**src/verilog/bfci_map.vh**
```
// bfci_map.vh: constants for the banked flash host controller
// assumes: included by bare name from the controller modules
`ifndef BFCI_MAP_VH
`define BFCI_MAP_VH
// geometry
`define BFCI_ADDR_W      23
`define BFCI_DATA_W      16
`define BFCI_PAGE_W      3
`define BFCI_BANK_W      2
// status bit positions on the word data lines
`define BFCI_POLL_BIT    7
`define BFCI_TOGGLE_BIT  6
// command codes (standard single-supply command set)
`define BFCI_UNLK_A1     23'h000555
`define BFCI_UNLK_A2     23'h0002aa
`define BFCI_UNLK_D1     16'h00aa
`define BFCI_UNLK_D2     16'h0055
`define BFCI_CMD_PROG    16'h00a0
`define BFCI_CMD_ERASE   16'h0080
`define BFCI_CMD_SECT    16'h0030
`define BFCI_CMD_SUSP    16'h00b0
`define BFCI_CMD_RESUME  16'h0030
`define BFCI_CMD_BYPASS  16'h0020
`define BFCI_CMD_BYPRST  16'h0090
`define BFCI_CMD_BYPRS2  16'h0000
`define BFCI_CMD_RESET   16'h00f0
// user operation codes
`define BFCI_OP_READ     3'h0
`define BFCI_OP_PROG     3'h1
`define BFCI_OP_ERASE    3'h2
`define BFCI_OP_SUSP     3'h3
`define BFCI_OP_RESUME   3'h4
`define BFCI_OP_BYPON    3'h5
`define BFCI_OP_BYPOFF   3'h6
`define BFCI_OP_RESET    3'h7
// bus cycle timing in ns at the 20 MHz clock
`define BFCI_CLK_NS      50
`define BFCI_T_RAND_NS   70
`define BFCI_T_PAGE_NS   30
`define BFCI_T_WP_NS     50
`define BFCI_T_WH_NS     50
`endif

```
**src/verilog/bfci_cycle.v**
```verilog
// bfci_cycle.v: one asynchronous bus cycle (read or write) on the flash pins
// assumes: flash pins are driven straight from these registers; read data
//          is sampled only after the access time has elapsed
`timescale 1ns/1ps
`include "bfci_map.vh"
module bfci_cycle #(
	parameter AW = `BFCI_ADDR_W,
	parameter DW = `BFCI_DATA_W
) (
	// clock and reset
	input  wire          clk_i,
	input  wire          nrst_i,
	// cycle request
	input  wire          go_i,
	input  wire          wr_i,
	input  wire          fast_i,
	input  wire [AW-1:0] addr_i,
	input  wire [DW-1:0] wdata_i,
	output wire          busy_o,
	output reg           done_o,
	output reg  [DW-1:0] rdata_o,
	// flash pins
	output reg  [AW-1:0] flash_addr_o,
	output reg           flash_select_n_o,
	output reg           flash_wr_n_o,
	output reg           flash_oe_n_o,
	output reg  [DW-1:0] word_data_lines_o,
	output reg           word_data_lines_oe_o,
	input  wire [DW-1:0] word_data_sync_i
);
	// least times round up to whole cycles
	localparam integer RD_N = (`BFCI_T_RAND_NS + `BFCI_CLK_NS - 1)
		/ `BFCI_CLK_NS + 2;
	localparam integer PG_N = (`BFCI_T_PAGE_NS + `BFCI_CLK_NS - 1)
		/ `BFCI_CLK_NS + 2;
	localparam integer WP_N = (`BFCI_T_WP_NS + `BFCI_CLK_NS - 1)
		/ `BFCI_CLK_NS;
	localparam integer WH_N = (`BFCI_T_WH_NS + `BFCI_CLK_NS - 1)
		/ `BFCI_CLK_NS;
	// counts cut to the counter width on purpose
	localparam [3:0] RD_CYC = RD_N[3:0];
	localparam [3:0] PG_CYC = PG_N[3:0];
	localparam [3:0] WP_CYC = WP_N[3:0];
	localparam [3:0] WH_CYC = WH_N[3:0];
	localparam [1:0] S_IDLE = 2'h0;
	localparam [1:0] S_ACT  = 2'h1;
	localparam [1:0] S_HOLD = 2'h2;
	reg [1:0] state_ff;
	reg [3:0] cnt_ff;
	reg       wr_ff;
	assign busy_o = (state_ff != S_IDLE);
	////////////////////////////////////////////////////////////////////
	// cycle sequencer; read adds two cycles for the pin synchroniser
	always @(posedge clk_i or negedge nrst_i) begin
		if (!nrst_i) begin
			state_ff             <= S_IDLE;
			cnt_ff               <= 4'h0;
			wr_ff                <= 1'b0;
			done_o               <= 1'b0;
			rdata_o              <= {DW{1'b0}};
			flash_addr_o         <= {AW{1'b0}};
			flash_select_n_o     <= 1'b1;
			flash_wr_n_o         <= 1'b1;
			flash_oe_n_o         <= 1'b1;
			word_data_lines_o    <= {DW{1'b0}};
			word_data_lines_oe_o <= 1'b0;
		end else begin
			done_o <= 1'b0;
			case (state_ff)
			S_IDLE: begin
				if (go_i) begin
					wr_ff            <= wr_i;
					flash_addr_o     <= addr_i;
					flash_select_n_o <= 1'b0;
					if (wr_i) begin
						// strobe off while we drive the bus
						flash_oe_n_o         <= 1'b1;
						flash_wr_n_o         <= 1'b0;
						word_data_lines_o    <= wdata_i;
						word_data_lines_oe_o <= 1'b1;
						cnt_ff               <= WP_CYC;
					end else begin
						flash_oe_n_o <= 1'b0;
						// same page: shorter wait
						cnt_ff <= fast_i ? PG_CYC : RD_CYC;
					end
					state_ff <= S_ACT;
				end
			end
			S_ACT: begin
				if (cnt_ff > 4'h1) begin
					cnt_ff <= cnt_ff - 4'h1;
				end else begin
					if (!wr_ff)
						rdata_o <= word_data_sync_i;
					flash_wr_n_o <= 1'b1;
					flash_oe_n_o <= 1'b1;
					cnt_ff       <= WH_CYC;
					state_ff     <= S_HOLD;
				end
			end
			S_HOLD: begin
				// data held past the write strobe's rising edge
				word_data_lines_oe_o <= 1'b0;
				if (cnt_ff > 4'h1) begin
					cnt_ff <= cnt_ff - 4'h1;
				end else begin
					flash_select_n_o <= 1'b1;
					done_o           <= 1'b1;
					state_ff         <= S_IDLE;
				end
			end
			default: state_ff <= S_IDLE;
			endcase
		end
	end
endmodule

```
**src/verilog/bfci_host.v**
```verilog
// bfci_host.v: host controller for a four-bank word-wide flash
// assumes: one flash on the pins, clocked by clk_i at 20 MHz; the user
//          issues one operation at a time and waits for done
//
// Function
// - bypass mode programs a word with two writes instead of four
// - during busy, bit 7 is complement polling, bit 6 toggles
// - separate select, write and output strobes avoid bus contention
`timescale 1ns/1ps
`include "bfci_map.vh"
module bfci_host #(
	parameter AW = `BFCI_ADDR_W,
	parameter DW = `BFCI_DATA_W,
	parameter PW = `BFCI_PAGE_W
) (
	// clock and reset
	input  wire          clk_i,
	input  wire          nrst_i,
	// user command port
	input  wire          req_i,
	input  wire [2:0]    op_i,
	input  wire [AW-1:0] addr_i,
	input  wire [DW-1:0] wdata_i,
	output wire          ready_o,
	output reg           done_o,
	output reg           fail_o,
	output reg  [DW-1:0] rdata_o,
	output reg           bypass_o,
	output reg           erase_busy_o,
	// flash pins
	output wire [AW-1:0] flash_addr_o,
	output wire          flash_select_n_o,
	output wire          flash_wr_n_o,
	output wire          flash_oe_n_o,
	output wire [DW-1:0] word_data_lines_o,
	output wire          word_data_lines_oe_o,
	input  wire [DW-1:0] word_data_lines_i
);
	localparam [3:0] S_IDLE = 4'h0;
	localparam [3:0] S_SEQ  = 4'h1;
	localparam [3:0] S_WAIT = 4'h2;
	localparam [3:0] S_POLL = 4'h3;
	localparam [3:0] S_PCHK = 4'h4;
	localparam [3:0] S_RD   = 4'h5;
	localparam [3:0] S_RDW  = 4'h6;
	localparam [3:0] S_DONE = 4'h7;
	localparam [2:0] MAXSEQ = 3'h6;

	reg  [3:0]    state_ff;
	reg  [2:0]    op_ff;
	reg  [AW-1:0] addr_ff;
	reg  [DW-1:0] wdata_ff;
	reg  [2:0]    idx_ff;
	reg  [2:0]    len_ff;
	reg  [DW-1:0] sync1_ff;
	reg  [DW-1:0] sync2_ff;
	reg           page_ok_ff;
	reg  [AW-PW-1:0] page_ff;
	reg  [DW-1:0] last_ff;
	reg           cyc_go;
	reg           cyc_wr;
	wire          cyc_done;
	wire [DW-1:0] cyc_rdata;
	wire          same_page;

	////////////////////////////////////////////////////////////////////
	// two flip-flop synchroniser on the asynchronous data lines
	always @(posedge clk_i or negedge nrst_i) begin
		if (!nrst_i) begin
			sync1_ff <= {DW{1'b0}};
			sync2_ff <= {DW{1'b0}};
		end else begin
			sync1_ff <= word_data_lines_i;
			sync2_ff <= sync1_ff;
		end
	end

	////////////////////////////////////////////////////////////////////
	// page hit: upper address bits equal last read's page
	assign same_page = page_ok_ff && (addr_ff[AW-1:PW] == page_ff);
	assign ready_o   = (state_ff == S_IDLE);

	// command sequence table for the current operation and step
	reg [2:0] seq_len;
	always @* begin
		seq_len = 3'h1;
		case (op_ff)
		`BFCI_OP_PROG:   seq_len = bypass_o ? 3'h2 : 3'h4;
		`BFCI_OP_ERASE:  seq_len = MAXSEQ;
		`BFCI_OP_BYPON:  seq_len = 3'h3;
		`BFCI_OP_BYPOFF: seq_len = 3'h2;
		default:         seq_len = 3'h1;
		endcase
	end

	reg [AW-1:0] seq_addr;
	reg [DW-1:0] seq_data;
	always @* begin
		seq_addr = addr_ff;
		seq_data = wdata_ff;
		// unlock pair precedes every full sequence
		if (op_ff == `BFCI_OP_PROG && bypass_o) begin
			seq_data = (idx_ff == 3'h0) ? `BFCI_CMD_PROG : wdata_ff;
		end else if (op_ff == `BFCI_OP_PROG || op_ff == `BFCI_OP_ERASE ||
			op_ff == `BFCI_OP_BYPON) begin
			case (idx_ff)
			3'h0: begin
				seq_addr = `BFCI_UNLK_A1;
				seq_data = `BFCI_UNLK_D1;
			end
			3'h1: begin
				seq_addr = `BFCI_UNLK_A2;
				seq_data = `BFCI_UNLK_D2;
			end
			// second unlock pair is erase only; program puts its word here
			3'h3: begin
				if (op_ff == `BFCI_OP_ERASE) begin
					seq_addr = `BFCI_UNLK_A1;
					seq_data = `BFCI_UNLK_D1;
				end
			end
			3'h4: begin
				if (op_ff == `BFCI_OP_ERASE) begin
					seq_addr = `BFCI_UNLK_A2;
					seq_data = `BFCI_UNLK_D2;
				end
			end
			3'h2: begin
				seq_addr = `BFCI_UNLK_A1;
				if (op_ff == `BFCI_OP_PROG)
					seq_data = `BFCI_CMD_PROG;
				else if (op_ff == `BFCI_OP_ERASE)
					seq_data = `BFCI_CMD_ERASE;
				else
					seq_data = `BFCI_CMD_BYPASS;
			end
			default: begin
				if (op_ff == `BFCI_OP_ERASE)
					seq_data = `BFCI_CMD_SECT;
			end
			endcase
		end else if (op_ff == `BFCI_OP_BYPOFF) begin
			seq_data = (idx_ff == 3'h0) ? `BFCI_CMD_BYPRST :
				`BFCI_CMD_BYPRS2;
		end else if (op_ff == `BFCI_OP_SUSP) begin
			seq_data = `BFCI_CMD_SUSP;
		end else if (op_ff == `BFCI_OP_RESUME) begin
			seq_data = `BFCI_CMD_RESUME;
		end else begin
			seq_data = `BFCI_CMD_RESET;
		end
	end

	////////////////////////////////////////////////////////////////////
	// cycle launch, one per state entry
	always @* begin
		cyc_go = 1'b0;
		cyc_wr = 1'b0;
		case (state_ff)
		S_SEQ: begin
			cyc_go = 1'b1;
			cyc_wr = 1'b1;
		end
		S_POLL, S_RD: cyc_go = 1'b1;
		default: cyc_go = 1'b0;
		endcase
	end

	////////////////////////////////////////////////////////////////////
	// operation sequencer
	always @(posedge clk_i or negedge nrst_i) begin
		if (!nrst_i) begin
			state_ff     <= S_IDLE;
			op_ff        <= `BFCI_OP_READ;
			addr_ff      <= {AW{1'b0}};
			wdata_ff     <= {DW{1'b0}};
			idx_ff       <= 3'h0;
			len_ff       <= 3'h0;
			page_ok_ff   <= 1'b0;
			page_ff      <= {(AW-PW){1'b0}};
			last_ff      <= {DW{1'b0}};
			done_o       <= 1'b0;
			fail_o       <= 1'b0;
			rdata_o      <= {DW{1'b0}};
			bypass_o     <= 1'b0;
			erase_busy_o <= 1'b0;
		end else begin
			done_o <= 1'b0;
			case (state_ff)
			S_IDLE: begin
				if (req_i) begin
					op_ff    <= op_i;
					addr_ff  <= addr_i;
					wdata_ff <= wdata_i;
					idx_ff   <= 3'h0;
					fail_o   <= 1'b0;
					state_ff <= (op_i == `BFCI_OP_READ) ? S_RD : S_SEQ;
				end
			end
			S_SEQ: begin
				len_ff   <= seq_len;
				state_ff <= S_WAIT;
				// writes may change the array; drop the page hit
				page_ok_ff <= 1'b0;
			end
			S_WAIT: begin
				if (cyc_done) begin
					if (idx_ff + 3'h1 < len_ff) begin
						idx_ff   <= idx_ff + 3'h1;
						state_ff <= S_SEQ;
					end else if (op_ff == `BFCI_OP_PROG ||
						op_ff == `BFCI_OP_ERASE) begin
						if (op_ff == `BFCI_OP_ERASE)
							erase_busy_o <= 1'b1;
						last_ff  <= {DW{1'b0}};
						idx_ff   <= 3'h0;
						state_ff <= S_POLL;
					end else begin
						if (op_ff == `BFCI_OP_BYPON)
							bypass_o <= 1'b1;
						if (op_ff == `BFCI_OP_BYPOFF ||
							op_ff == `BFCI_OP_RESET)
							bypass_o <= 1'b0;
						if (op_ff == `BFCI_OP_RESUME)
							erase_busy_o <= 1'b1;
						if (op_ff == `BFCI_OP_SUSP)
							erase_busy_o <= 1'b0;
						state_ff <= S_DONE;
					end
				end
			end
			S_POLL: state_ff <= S_PCHK;
			S_PCHK: begin
				if (cyc_done) begin
					last_ff <= cyc_rdata;
					// toggle bit steady across two reads means finished
					if (idx_ff != 3'h0 &&
						cyc_rdata[`BFCI_TOGGLE_BIT] ==
						last_ff[`BFCI_TOGGLE_BIT]) begin
						// final read word must match the whole written word
						fail_o <= (op_ff == `BFCI_OP_PROG) &&
							(cyc_rdata != wdata_ff);
						if (op_ff == `BFCI_OP_ERASE)
							erase_busy_o <= 1'b0;
						rdata_o  <= cyc_rdata;
						state_ff <= S_DONE;
					end else begin
						idx_ff   <= 3'h1;
						state_ff <= S_POLL;
					end
				end
			end
			S_RD: state_ff <= S_RDW;
			S_RDW: begin
				if (cyc_done) begin
					rdata_o    <= cyc_rdata;
					page_ok_ff <= 1'b1;
					page_ff    <= addr_ff[AW-1:PW];
					state_ff   <= S_DONE;
				end
			end
			S_DONE: begin
				done_o   <= 1'b1;
				state_ff <= S_IDLE;
			end
			default: state_ff <= S_IDLE;
			endcase
		end
	end

	////////////////////////////////////////////////////////////////////
	// pin cycle engine
	bfci_cycle #(
		.AW (AW),
		.DW (DW)
	) u_cycle (
		.clk_i                (clk_i),
		.nrst_i               (nrst_i),
		.go_i                 (cyc_go),
		.wr_i                 (cyc_wr),
		.fast_i               (same_page),
		.addr_i               (cyc_wr ? seq_addr : addr_ff),
		.wdata_i              (seq_data),
		.busy_o               (),
		.done_o               (cyc_done),
		.rdata_o              (cyc_rdata),
		.flash_addr_o         (flash_addr_o),
		.flash_select_n_o     (flash_select_n_o),
		.flash_wr_n_o         (flash_wr_n_o),
		.flash_oe_n_o         (flash_oe_n_o),
		.word_data_lines_o    (word_data_lines_o),
		.word_data_lines_oe_o (word_data_lines_oe_o),
		.word_data_sync_i     (sync2_ff)
	);
endmodule

```
**config.mk**
```make
export PLATFORM = sky130hd
export DESIGN_NAME = bfci_host
export DESIGN_NICKNAME = d
export VERILOG_FILES = /design/src/verilog/bfci_cycle.v /design/src/verilog/bfci_host.v
export VERILOG_INCLUDE_DIRS = /design/src /design/src/verilog
export SDC_FILE = /design/constraint.sdc
export NUM_CORES = 1
export LEC_CHECK = 0
export BUFFER_PORTS_ARGS = -buffer_cell sky130_fd_sc_hd__clkbuf_2
export CAP_MARGIN = 20
export CORE_AREA = 2 2 133 135
export CTS_CLUSTER_SIZE = 28
export DETAILED_ROUTE_END_ITERATION = 16
export DIE_AREA = 0 0 135 137
export HOLD_SLACK_MARGIN = 0.02
export PLACE_DENSITY = 0.71
export SYNTH_ARGS = -nofsm -noshare
export SYNTH_HDL_FRONTEND = slang
export SYNTH_SLANG_ARGS = --single-unit
```
**constraint.sdc**
```tcl
create_clock -name clk_i -period 4.8 [get_ports clk_i]
set_input_delay 0.24 -clock clk_i [delete_from_list [all_inputs] [get_ports clk_i]]
set_output_delay 0.24 -clock clk_i [all_outputs]
set_load 0.02 [all_outputs]
```
Word level (Yosys, flattened, before mapping):

Index checks and enable logic that the tools add are counted.

* flip-flop bits (word level): 199
* input port bits: 61
* logic and storage cells: 207

* add/subtract/negate cells: 2
* magnitude comparators: 2
* eq/ne operators: 40
* multiplexer cells: 90
* bitwise operators: 4
* reduce and logical (&&, ||, !) cells: 42

Operators with widths (number)
* 2-to-1 mux 16 bit: 9
* 2-to-1 mux 23 bit: 5
* case mux 23 bit (4 select lines): 1
* case mux 16 bit (5 select lines): 1
* 2-to-1 mux 8 bit: 6
* 2-to-1 mux 3 bit: 12
* 2-to-1 mux 4 bit: 8
* case mux 16 bit (2 select lines): 1
* 2-to-1 mux 1 bit: 28
* case mux 4 bit (7 select lines): 1
* 2-to-1 mux 7 bit: 3
* AND reduction 3 bit: 7
* equality test 20 bit: 1
* inequality test 2 bit, second input constant: 10
* equality test 4 x 3 -> 1 bit, second input constant: 4
* inequality test 16 bit: 1
* AND reduction 4 bit: 4
* equality test 3 bit, second input constant: 5
* case mux 1 bit (2 select lines): 7
* case mux 7 bit (2 select lines): 1
* nonzero test 2 bit: 7
* equality test 3 x 2 -> 1 bit, second input constant: 4
* case mux 3 bit (4 select lines): 1
* case mux 4 bit (3 select lines): 1
* 29 further kinds: 52

Depth between registers and ports, before layout:

Gate-level depths: netlist of run 1.

* depth in word-level cells: 7
* mapped depth: 10
* gate-level depth less buffers: 9

Modules after synthesis:

Synthesis of run 1 repeated with hierarchy kept, for this count alone.

* cells, all modules: 680
* area, all modules: 8652.0 sq um

By module, submodules not included
* bfci_host: times used 1, cells an instance 482, area an instance 5833.1 sq um
* bfci_cycle: times used 1, cells an instance 198, area an instance 2819.0 sq um

Worst setup path after synthesis of run 1:

No wires, ideal clock.

* kind: register -> register
* start: register idx_ff[0]
* end: register idx_ff[0]
* library setup time: 125 ps
* data arrival time: 2297 ps
* data required time: 4675 ps
* path slack: 2378 ps
* cell stages (with the launch flop): 10
* buffers on the path: 0
* cells stage by stage: dfrtp_1 ha_1 ha_1 inv_1 ha_1 a21oi_1 o21a_1 nor2_1 a311o_1 mux2_4

* longest elaborated chain between the ends: 5
* elaborated cells between the ends (all ways): 10
* classes of those cells: add/sub: 1; order compare: 1; eq/ne: 2; mux: 3; reduce/logical: 3

RTL lines
* start, declared: RTL line bfci_host.v:53 `reg [2:0] idx_ff;`
* start signal, assigned: RTL line bfci_host.v:209 `idx_ff <= idx_ff + 3'h1;`
* adder 3 x 1 -> 3 bit: RTL line bfci_host.v:208, bfci_host.v:209
* < comparator 3 bit: RTL line bfci_host.v:208 `if (idx_ff + 3'h1 < len_ff) begin`
* 2-to-1 mux 3 bit: RTL line bfci_host.v:208
* 2-to-1 mux 3 bit: RTL line bfci_host.v:207 `if (cyc_done) begin`
* case mux 3 bit (3 select lines): RTL line bfci_host.v:189 `case (state_ff)`

Several ways; a longest one is shown, not always the timed one. The select of a mux whose other input is x is not followed.
A chain may end at the register's enable or synchronous reset.

Final worst setup path of run 1:

* start: register idx_ff[2]
* end: register idx_ff[0]

* longest elaborated chain between the ends: 5
* elaborated cells between the ends (all ways): 10
* classes of those cells: add/sub: 1; order compare: 1; eq/ne: 2; mux: 3; reduce/logical: 3

RTL lines (RTL line)
* adder 3 x 1 -> 3 bit: bfci_host.v:208
* < comparator 3 bit: bfci_host.v:208
* 2-to-1 mux 3 bit: bfci_host.v:208
* 2-to-1 mux 3 bit: bfci_host.v:207
* case mux 3 bit (3 select lines): bfci_host.v:189

Several ways; a longest one is shown, not always the timed one. The select of a mux whose other input is x is not followed.

==> results.yml, run 1 <==
clocking:
  cts_buffer_depth: 2
  worstSkewPairLatency_ns: 0.43
  path_clk_slew_ns: 0.07
  postCtsHoldBufs: 17
  cts_buffers: 17
  cts_root_buf: "clkbuf_16"
  post_cts_resize_count: 0
  postCtsSetupRepairBufs: 0
  cts_sinks: 192
  ctsHtreeMaxLevel: 4
  cts_tree: "done"
synth:
  netlist_top_cells_count: "dfrtp_1 (189), mux2_2 (61), nand2_1 (37), nor2_1 (36)"
  ys_seq_area_frac: 0.5765
  netlist_instances: 679
  synthFlopType: "dfrtp_1"
  syn_area_um2: 8340
  ys_async_sr_fraction: 1.000
  synth_warnings: 0
  synthTopCellsByArea: "dfrtp_1 (57%), mux2_2 (8.2%), mux2_1 (4.2%), xor2_1 (3.4%), a22o_1 (2.7%)"
  synth_cell_types: 68
  synth-seq-cells: 192
  yosysTopAreaCellShare: 0.5671
  syn_nets: 752
  synth_top_area_cell: "dfrtp_1"
  avgSynthCellArea_um2: 12.28
  synth_edf_count: 0
  synth_most_common_cell: "dfrtp_1"
grt:
  grt_first_pass_wirelength_mm: 31.68
  antenna_found_initial: 0
  grt_max_degree: 81
  track_usage: 0.2228
  overflow: 0
  grt_pass1_vias: 6160
power:
  leakage_nw: 4.730
  total_power_mw: 6.759
  powerDensity_nw_per_um2: 681.9
  irDropWorstVdd_mv: 0.5034
critical_path:
  critPathKind: "register to register"
  crit_fanout: 11
  cp.arrival_ns: 3.02
  slowest_delay_ns: 0.52
  cp_data_required_time_ns: 5.12
  crit_path_start_kind: "register"
  ff2ff_path_depth: 9
  worstSetupEndpointType: "register"
  critPathSlowestCell: "dfrtp_1"
  crit_chain: "inv_1 -> ha_1 -> inv_1 -> ha_1 -> a21oi_1 -> o21a_1 -> nor2_1 -> a311o_1 -> mux2_4"
sta:
  slew_headroom: 0.2628
  fin_skew_ns: 0.008872
  setup-violations-final: 0
  fmax_mhz: 369.2
  tightestPinTransition_ns: 1.103
  final-hold-violation-count: 0
  finalCriticalPeriod_ns: 2.709
  rsz0062_at_grt: "no"
  slew_violations: 0
  fin_ws_ns: 2.091
  hold_ws_ns: 0.03355
  finalSetupTns_ns: 0
  period_share: 0.5643
place:
  dpl.hpwl_mm: 13.59
  place_ws_ns: 2.157
  dpl.cell_count: 1001
  io_buffers: 124
  gp_congestion: 0.9061
drt:
  drt-vias-per-instance: 5.653
  wl_mm: 19.67
  route.vias.total: 5936
  drtIter0Drc: 474
  first_pass_iters: 6
  drc: 0
  wl_per_cell_um: 18.73
  drtAntennaViolNets: 0
final_layout:
  filler_cell_count: 1420
  diodes: 0
  nets: 885
  layout-drive-gt1-share: 0.2897
  instances_no_fill: 1050
  area_growth_pct: 18.84
die:
  die_w_um: 135
  core_area_um2: 17060
  rows: 48
  num_io_pins: 125
  start_util: 0.4890
  die_h_um: 137
  dieArea_um2: 18500
run_status:
  status: "completed"
job:
  max_cap_viol_count: 0
hold_path:
  hp-class: "input port to register"
  whs_path_depth: 2
## worst paths after layout
path,from,endpoint,slack [ns]
min in group asynchronous,nrst_i,rdata_o[15],0.41
max in group asynchronous,nrst_i,len_ff[2],3.19
max reg2reg,idx_ff[2],idx_ff[0],2.09
min,addr_i[4],addr_ff[4],0.03
min reg2reg,sync1_ff[11],sync2_ff[11],0.35
max,idx_ff[2],idx_ff[0],2.09
## power breakdown
group          switching, mW  leakage [nW]  internal, mW  total, mW
Sequential             0.607          2.40          2.20       2.81
Clock                  0.654         0.286         0.749       1.40
Combinational           1.45          2.05          1.09       2.54
## sequential cells by signal, indices dropped and copies added (netlist names), 16 cells and up
name	cells
u_cycle.word_data_lines_o	16
u_cycle.flash_addr_o	23
u_cycle.rdata_o	16
addr_ff	23
wdata_ff	16
sync1_ff	16
rdata_o	16
page_ff	20
sync2_ff	16
## cells by family after synthesis
kind of cell	after synthesis	synth area share
flip-flops	192	0.5765
AND/OR/NAND/NOR	143	0.08746
XOR/XNOR	38	0.04080
buffers and inverters	51	0.02685
adder cells (fa/ha/maj)	12	0.01800
multiplexers	96	0.1296
AO/OA/AOI/OAI	147	0.1208
## cell usage in the layout (no fill, tap or decap), drive strengths merged, types with 6 or more instances in the layout
cell type and instances:
xor2 33, and2 6, o21ai 42, dlygate4sd3 17, a22o 26, nor4 15
ha 12, nor2 38, nand2 37, a31oi 7, mux2 93, or2 6
dfrtp 189, buf 6, a21oi 33, nor2b 7, inv 24, nor3 7
clkbuf 142
## metal layers
metal  vias up  global-route usage  wire (um)
met2       230              0.3641       9388
met1      2971              0.2988       8665
li1       2693                   -          -
met3        42             0.04333       1182
met4         0             0.07928        435
met5         -                   0          0
## critical path: cells and delay by family, from the launching register on
family	cells	cell delay, ns
AO/OA/AOI/OAI	3	0.86
multiplexers	1	0.32
buffers and inverters	2	0.20
AND/OR/NAND/NOR	1	0.07
adder cells (fa/ha/maj)	2	0.62
flip-flops	1	0.52
## final cells by class
class / instances / area [um2] / share of cell area
Clock buffer: 18 / 439.2 / 0.04431
Clock inverter: 14 / 148.9 / 0.01502
Inverter: 18 / 67.56 / 0.006816
Multi-Input combinational cell: 436 / 3309 / 0.3339
Sequential cell: 192 / 4808 / 0.4851
Tap cell: 225 / 281.5 / 0.02840
Timing Repair Buffer: 147 / 857.1 / 0.08647
## through the flow
stage	utilization	area [um2]
global placement	0.5355	9134
floorplan	-	8341
CTS	0.5811	9912
global route	0.5811	9912
detailed placement	0.5367	9154
finish	0.5811	9912
Note: power is estimated with default switching activity, not from simulation.
==> run 2: changes to the inputs <==
clock period = 2.8 ns   (was 4.8 ns; I/O delays follow)
==> results.yml, run 2 (same netlist as run 1, synthesis figures left out) <==
run_status:
  status: "completed"
critical_path:
  startpoint: "idx_ff[0]"
  rr_endpoint: "idx_ff[0]"
  worstSetupEndpointType: "register"
  endpoint: "idx_ff[0]"
  cp.arrival_ns: 2.98
  critPathKind: "register to register"
  crit_path_start_kind: "register"
  cp_data_required_time_ns: 3.12
  ff2ff_path_depth: 9
  timing.rr.start: "idx_ff[0]"
  crit_fanout: 6
  r2r_slack_ns: 0.14
sta:
  slew_headroom: 0.3637
  fin_ws_ns: 0.1386
  finalSetupTns_ns: 0
  period_share: 0.9505
  tightestPinTransition_ns: 0.9509
  slew_violations: 0
  rsz0062_at_grt: "no"
  finalCriticalPeriod_ns: 2.661
  setup-violations-final: 0
  fin_skew_ns: 0.01215
  final-hold-violation-count: 0
  fmax_mhz: 375.7
place:
  io_buffers: 124
  dpl.hpwl_mm: 14.10
  place_ws_ns: 0.1871
  gp_congestion: 0.8829
clocking:
  cts_buffer_depth: 2
  cts_root_buf: "clkbuf_16"
  cts_buffers: 17
  worstSkewPairLatency_ns: 0.44
  ctsHtreeMaxLevel: 4
  path_clk_slew_ns: 0.07
  post_cts_resize_count: 0
  cts_tree: "done"
  cts_sinks: 192
power:
  irDropWorstVdd_mv: 0.5725
  powerDensity_nw_per_um2: 1130
  leakage_nw: 4.994
grt:
  overflow: 0
  grt_first_pass_wirelength_mm: 32.38
  track_usage: 0.2299
  antenna_found_initial: 0
  grt_pass1_vias: 6086
  grt_max_degree: 91
final_layout:
  final_cell_mix: "dfrtp_1 (189), clkbuf_2 (123), mux2_2 (61)"
  filler_cell_count: 1342
  layout-drive-gt1-share: 0.2860
  diodes: 0
  biggestRegsByFlops: "addr_ff x23, u_cycle.flash_addr_o x23, page_ff x20"
  area_growth_pct: 25.70
  mostFrequentLayoutCell: "dfrtp_1"
  nets: 942
die:
  dieArea_um2: 18500
  core_area_um2: 17060
  rows: 48
  num_io_pins: 125
  die_w_um: 135
  start_util: 0.4890
  die_h_um: 137
drt:
  drtAntennaViolNets: 0
  drt-vias-per-instance: 5.578
  route.vias.total: 6169
  drc: 0
  wl_per_cell_um: 18.54
  first_pass_iters: 5
  drtIter0Drc: 358
  wl_mm: 20.51
hold_path:
  hp-class: "input port to register"
  hp-start: "word_data_lines_i[14]"
job:
  max_cap_viol_count: 0
run 2: cell types whose count changed in the layout (fill, tap and decap cells not counted):
| cell | change |
|---|---|
| buf_4 | +14 |
| bufinv_16 | +1 |
| clkbuf_8 | -1 |
| clkinv_2 | -2 |
| clkinv_4 | -1 |
| clkinv_8 | +3 |
| clkinvlp_4 | -1 |
| dlygate4sd3_1 | +43 |
| inv_6 | +1 |
| inv_8 | -1 |
run 2: report_power, final:
part / switching [mW] / total (mW) / leakage [nW] / internal (mW)
clock network: 1.15 / 2.51 / 0.300 / 1.36
registers: 0.978 / 4.76 / 2.40 / 3.78
logic: 2.60 / 4.58 / 2.30 / 1.97
total: 4.73 / 11.8 / 4.99 / 7.12
run 2: repair_timing:
action                    CTS  global route
buffers inserted            0             0
hold buffers               60             0
hold endpoints to repair  142             0
run 2: metrics by stage:
stage	utilization	power [mW]	instance area, um2	cells	hold WS [ns]
finish	0.6147	11.85	10480	1106	0.3414
global route	0.6147	12.55	10480	1106	0.3288
CTS	0.6147	11.86	10480	1106	0.3301
detailed placement	0.5428	9.259	9259	1015	0.2506
global placement	0.5428	9.078	9259	1015	0.2482
floorplan	-	7.749	8341	679	-0.1556
run 2: layout make-up:
cell class | instances | area, um2 | area share
inverter | 18 | 67.56 | 0.006445
multi-input combinational | 436 | 3309 | 0.3157
sequential | 192 | 4808 | 0.4586
clock inverter | 14 | 198.9 | 0.01898
timing repair buffer | 204 | 1393 | 0.1328
clock buffer | 17 | 425.4 | 0.04058
tap | 225 | 281.5 | 0.02685
run 2: worst max-delay path, cell delays in order (launching register included):
cell	delay (ns)
dfrtp_1	0.44
ha_1	0.24
ha_1	0.31
inv_1	0.05
ha_1	0.29
a21oi_1	0.20
o21a_1	0.24
nor2_1	0.07
a311o_1	0.40
mux2_4	0.31
run 2: how the worst min path moves through the flow:
stage,to,cells after the start
4_1_cts,sync1_ff[12],2
5_1_grt,sync1_ff[9],2
6_report,sync1_ff[14],2
2_1_floorplan,addr_ff[0],0
3_5_place_dp,sync1_ff[11],1
3_3_place_gp,sync1_ff[10],1
run 2: routing by layer:
layer / share of wire / track usage
met4: 0.021 / 0.08102
met5: 0 / 0
met1: 0.43 / 0.3088
met3: 0.059 / 0.04630
met2: 0.49 / 0.3748
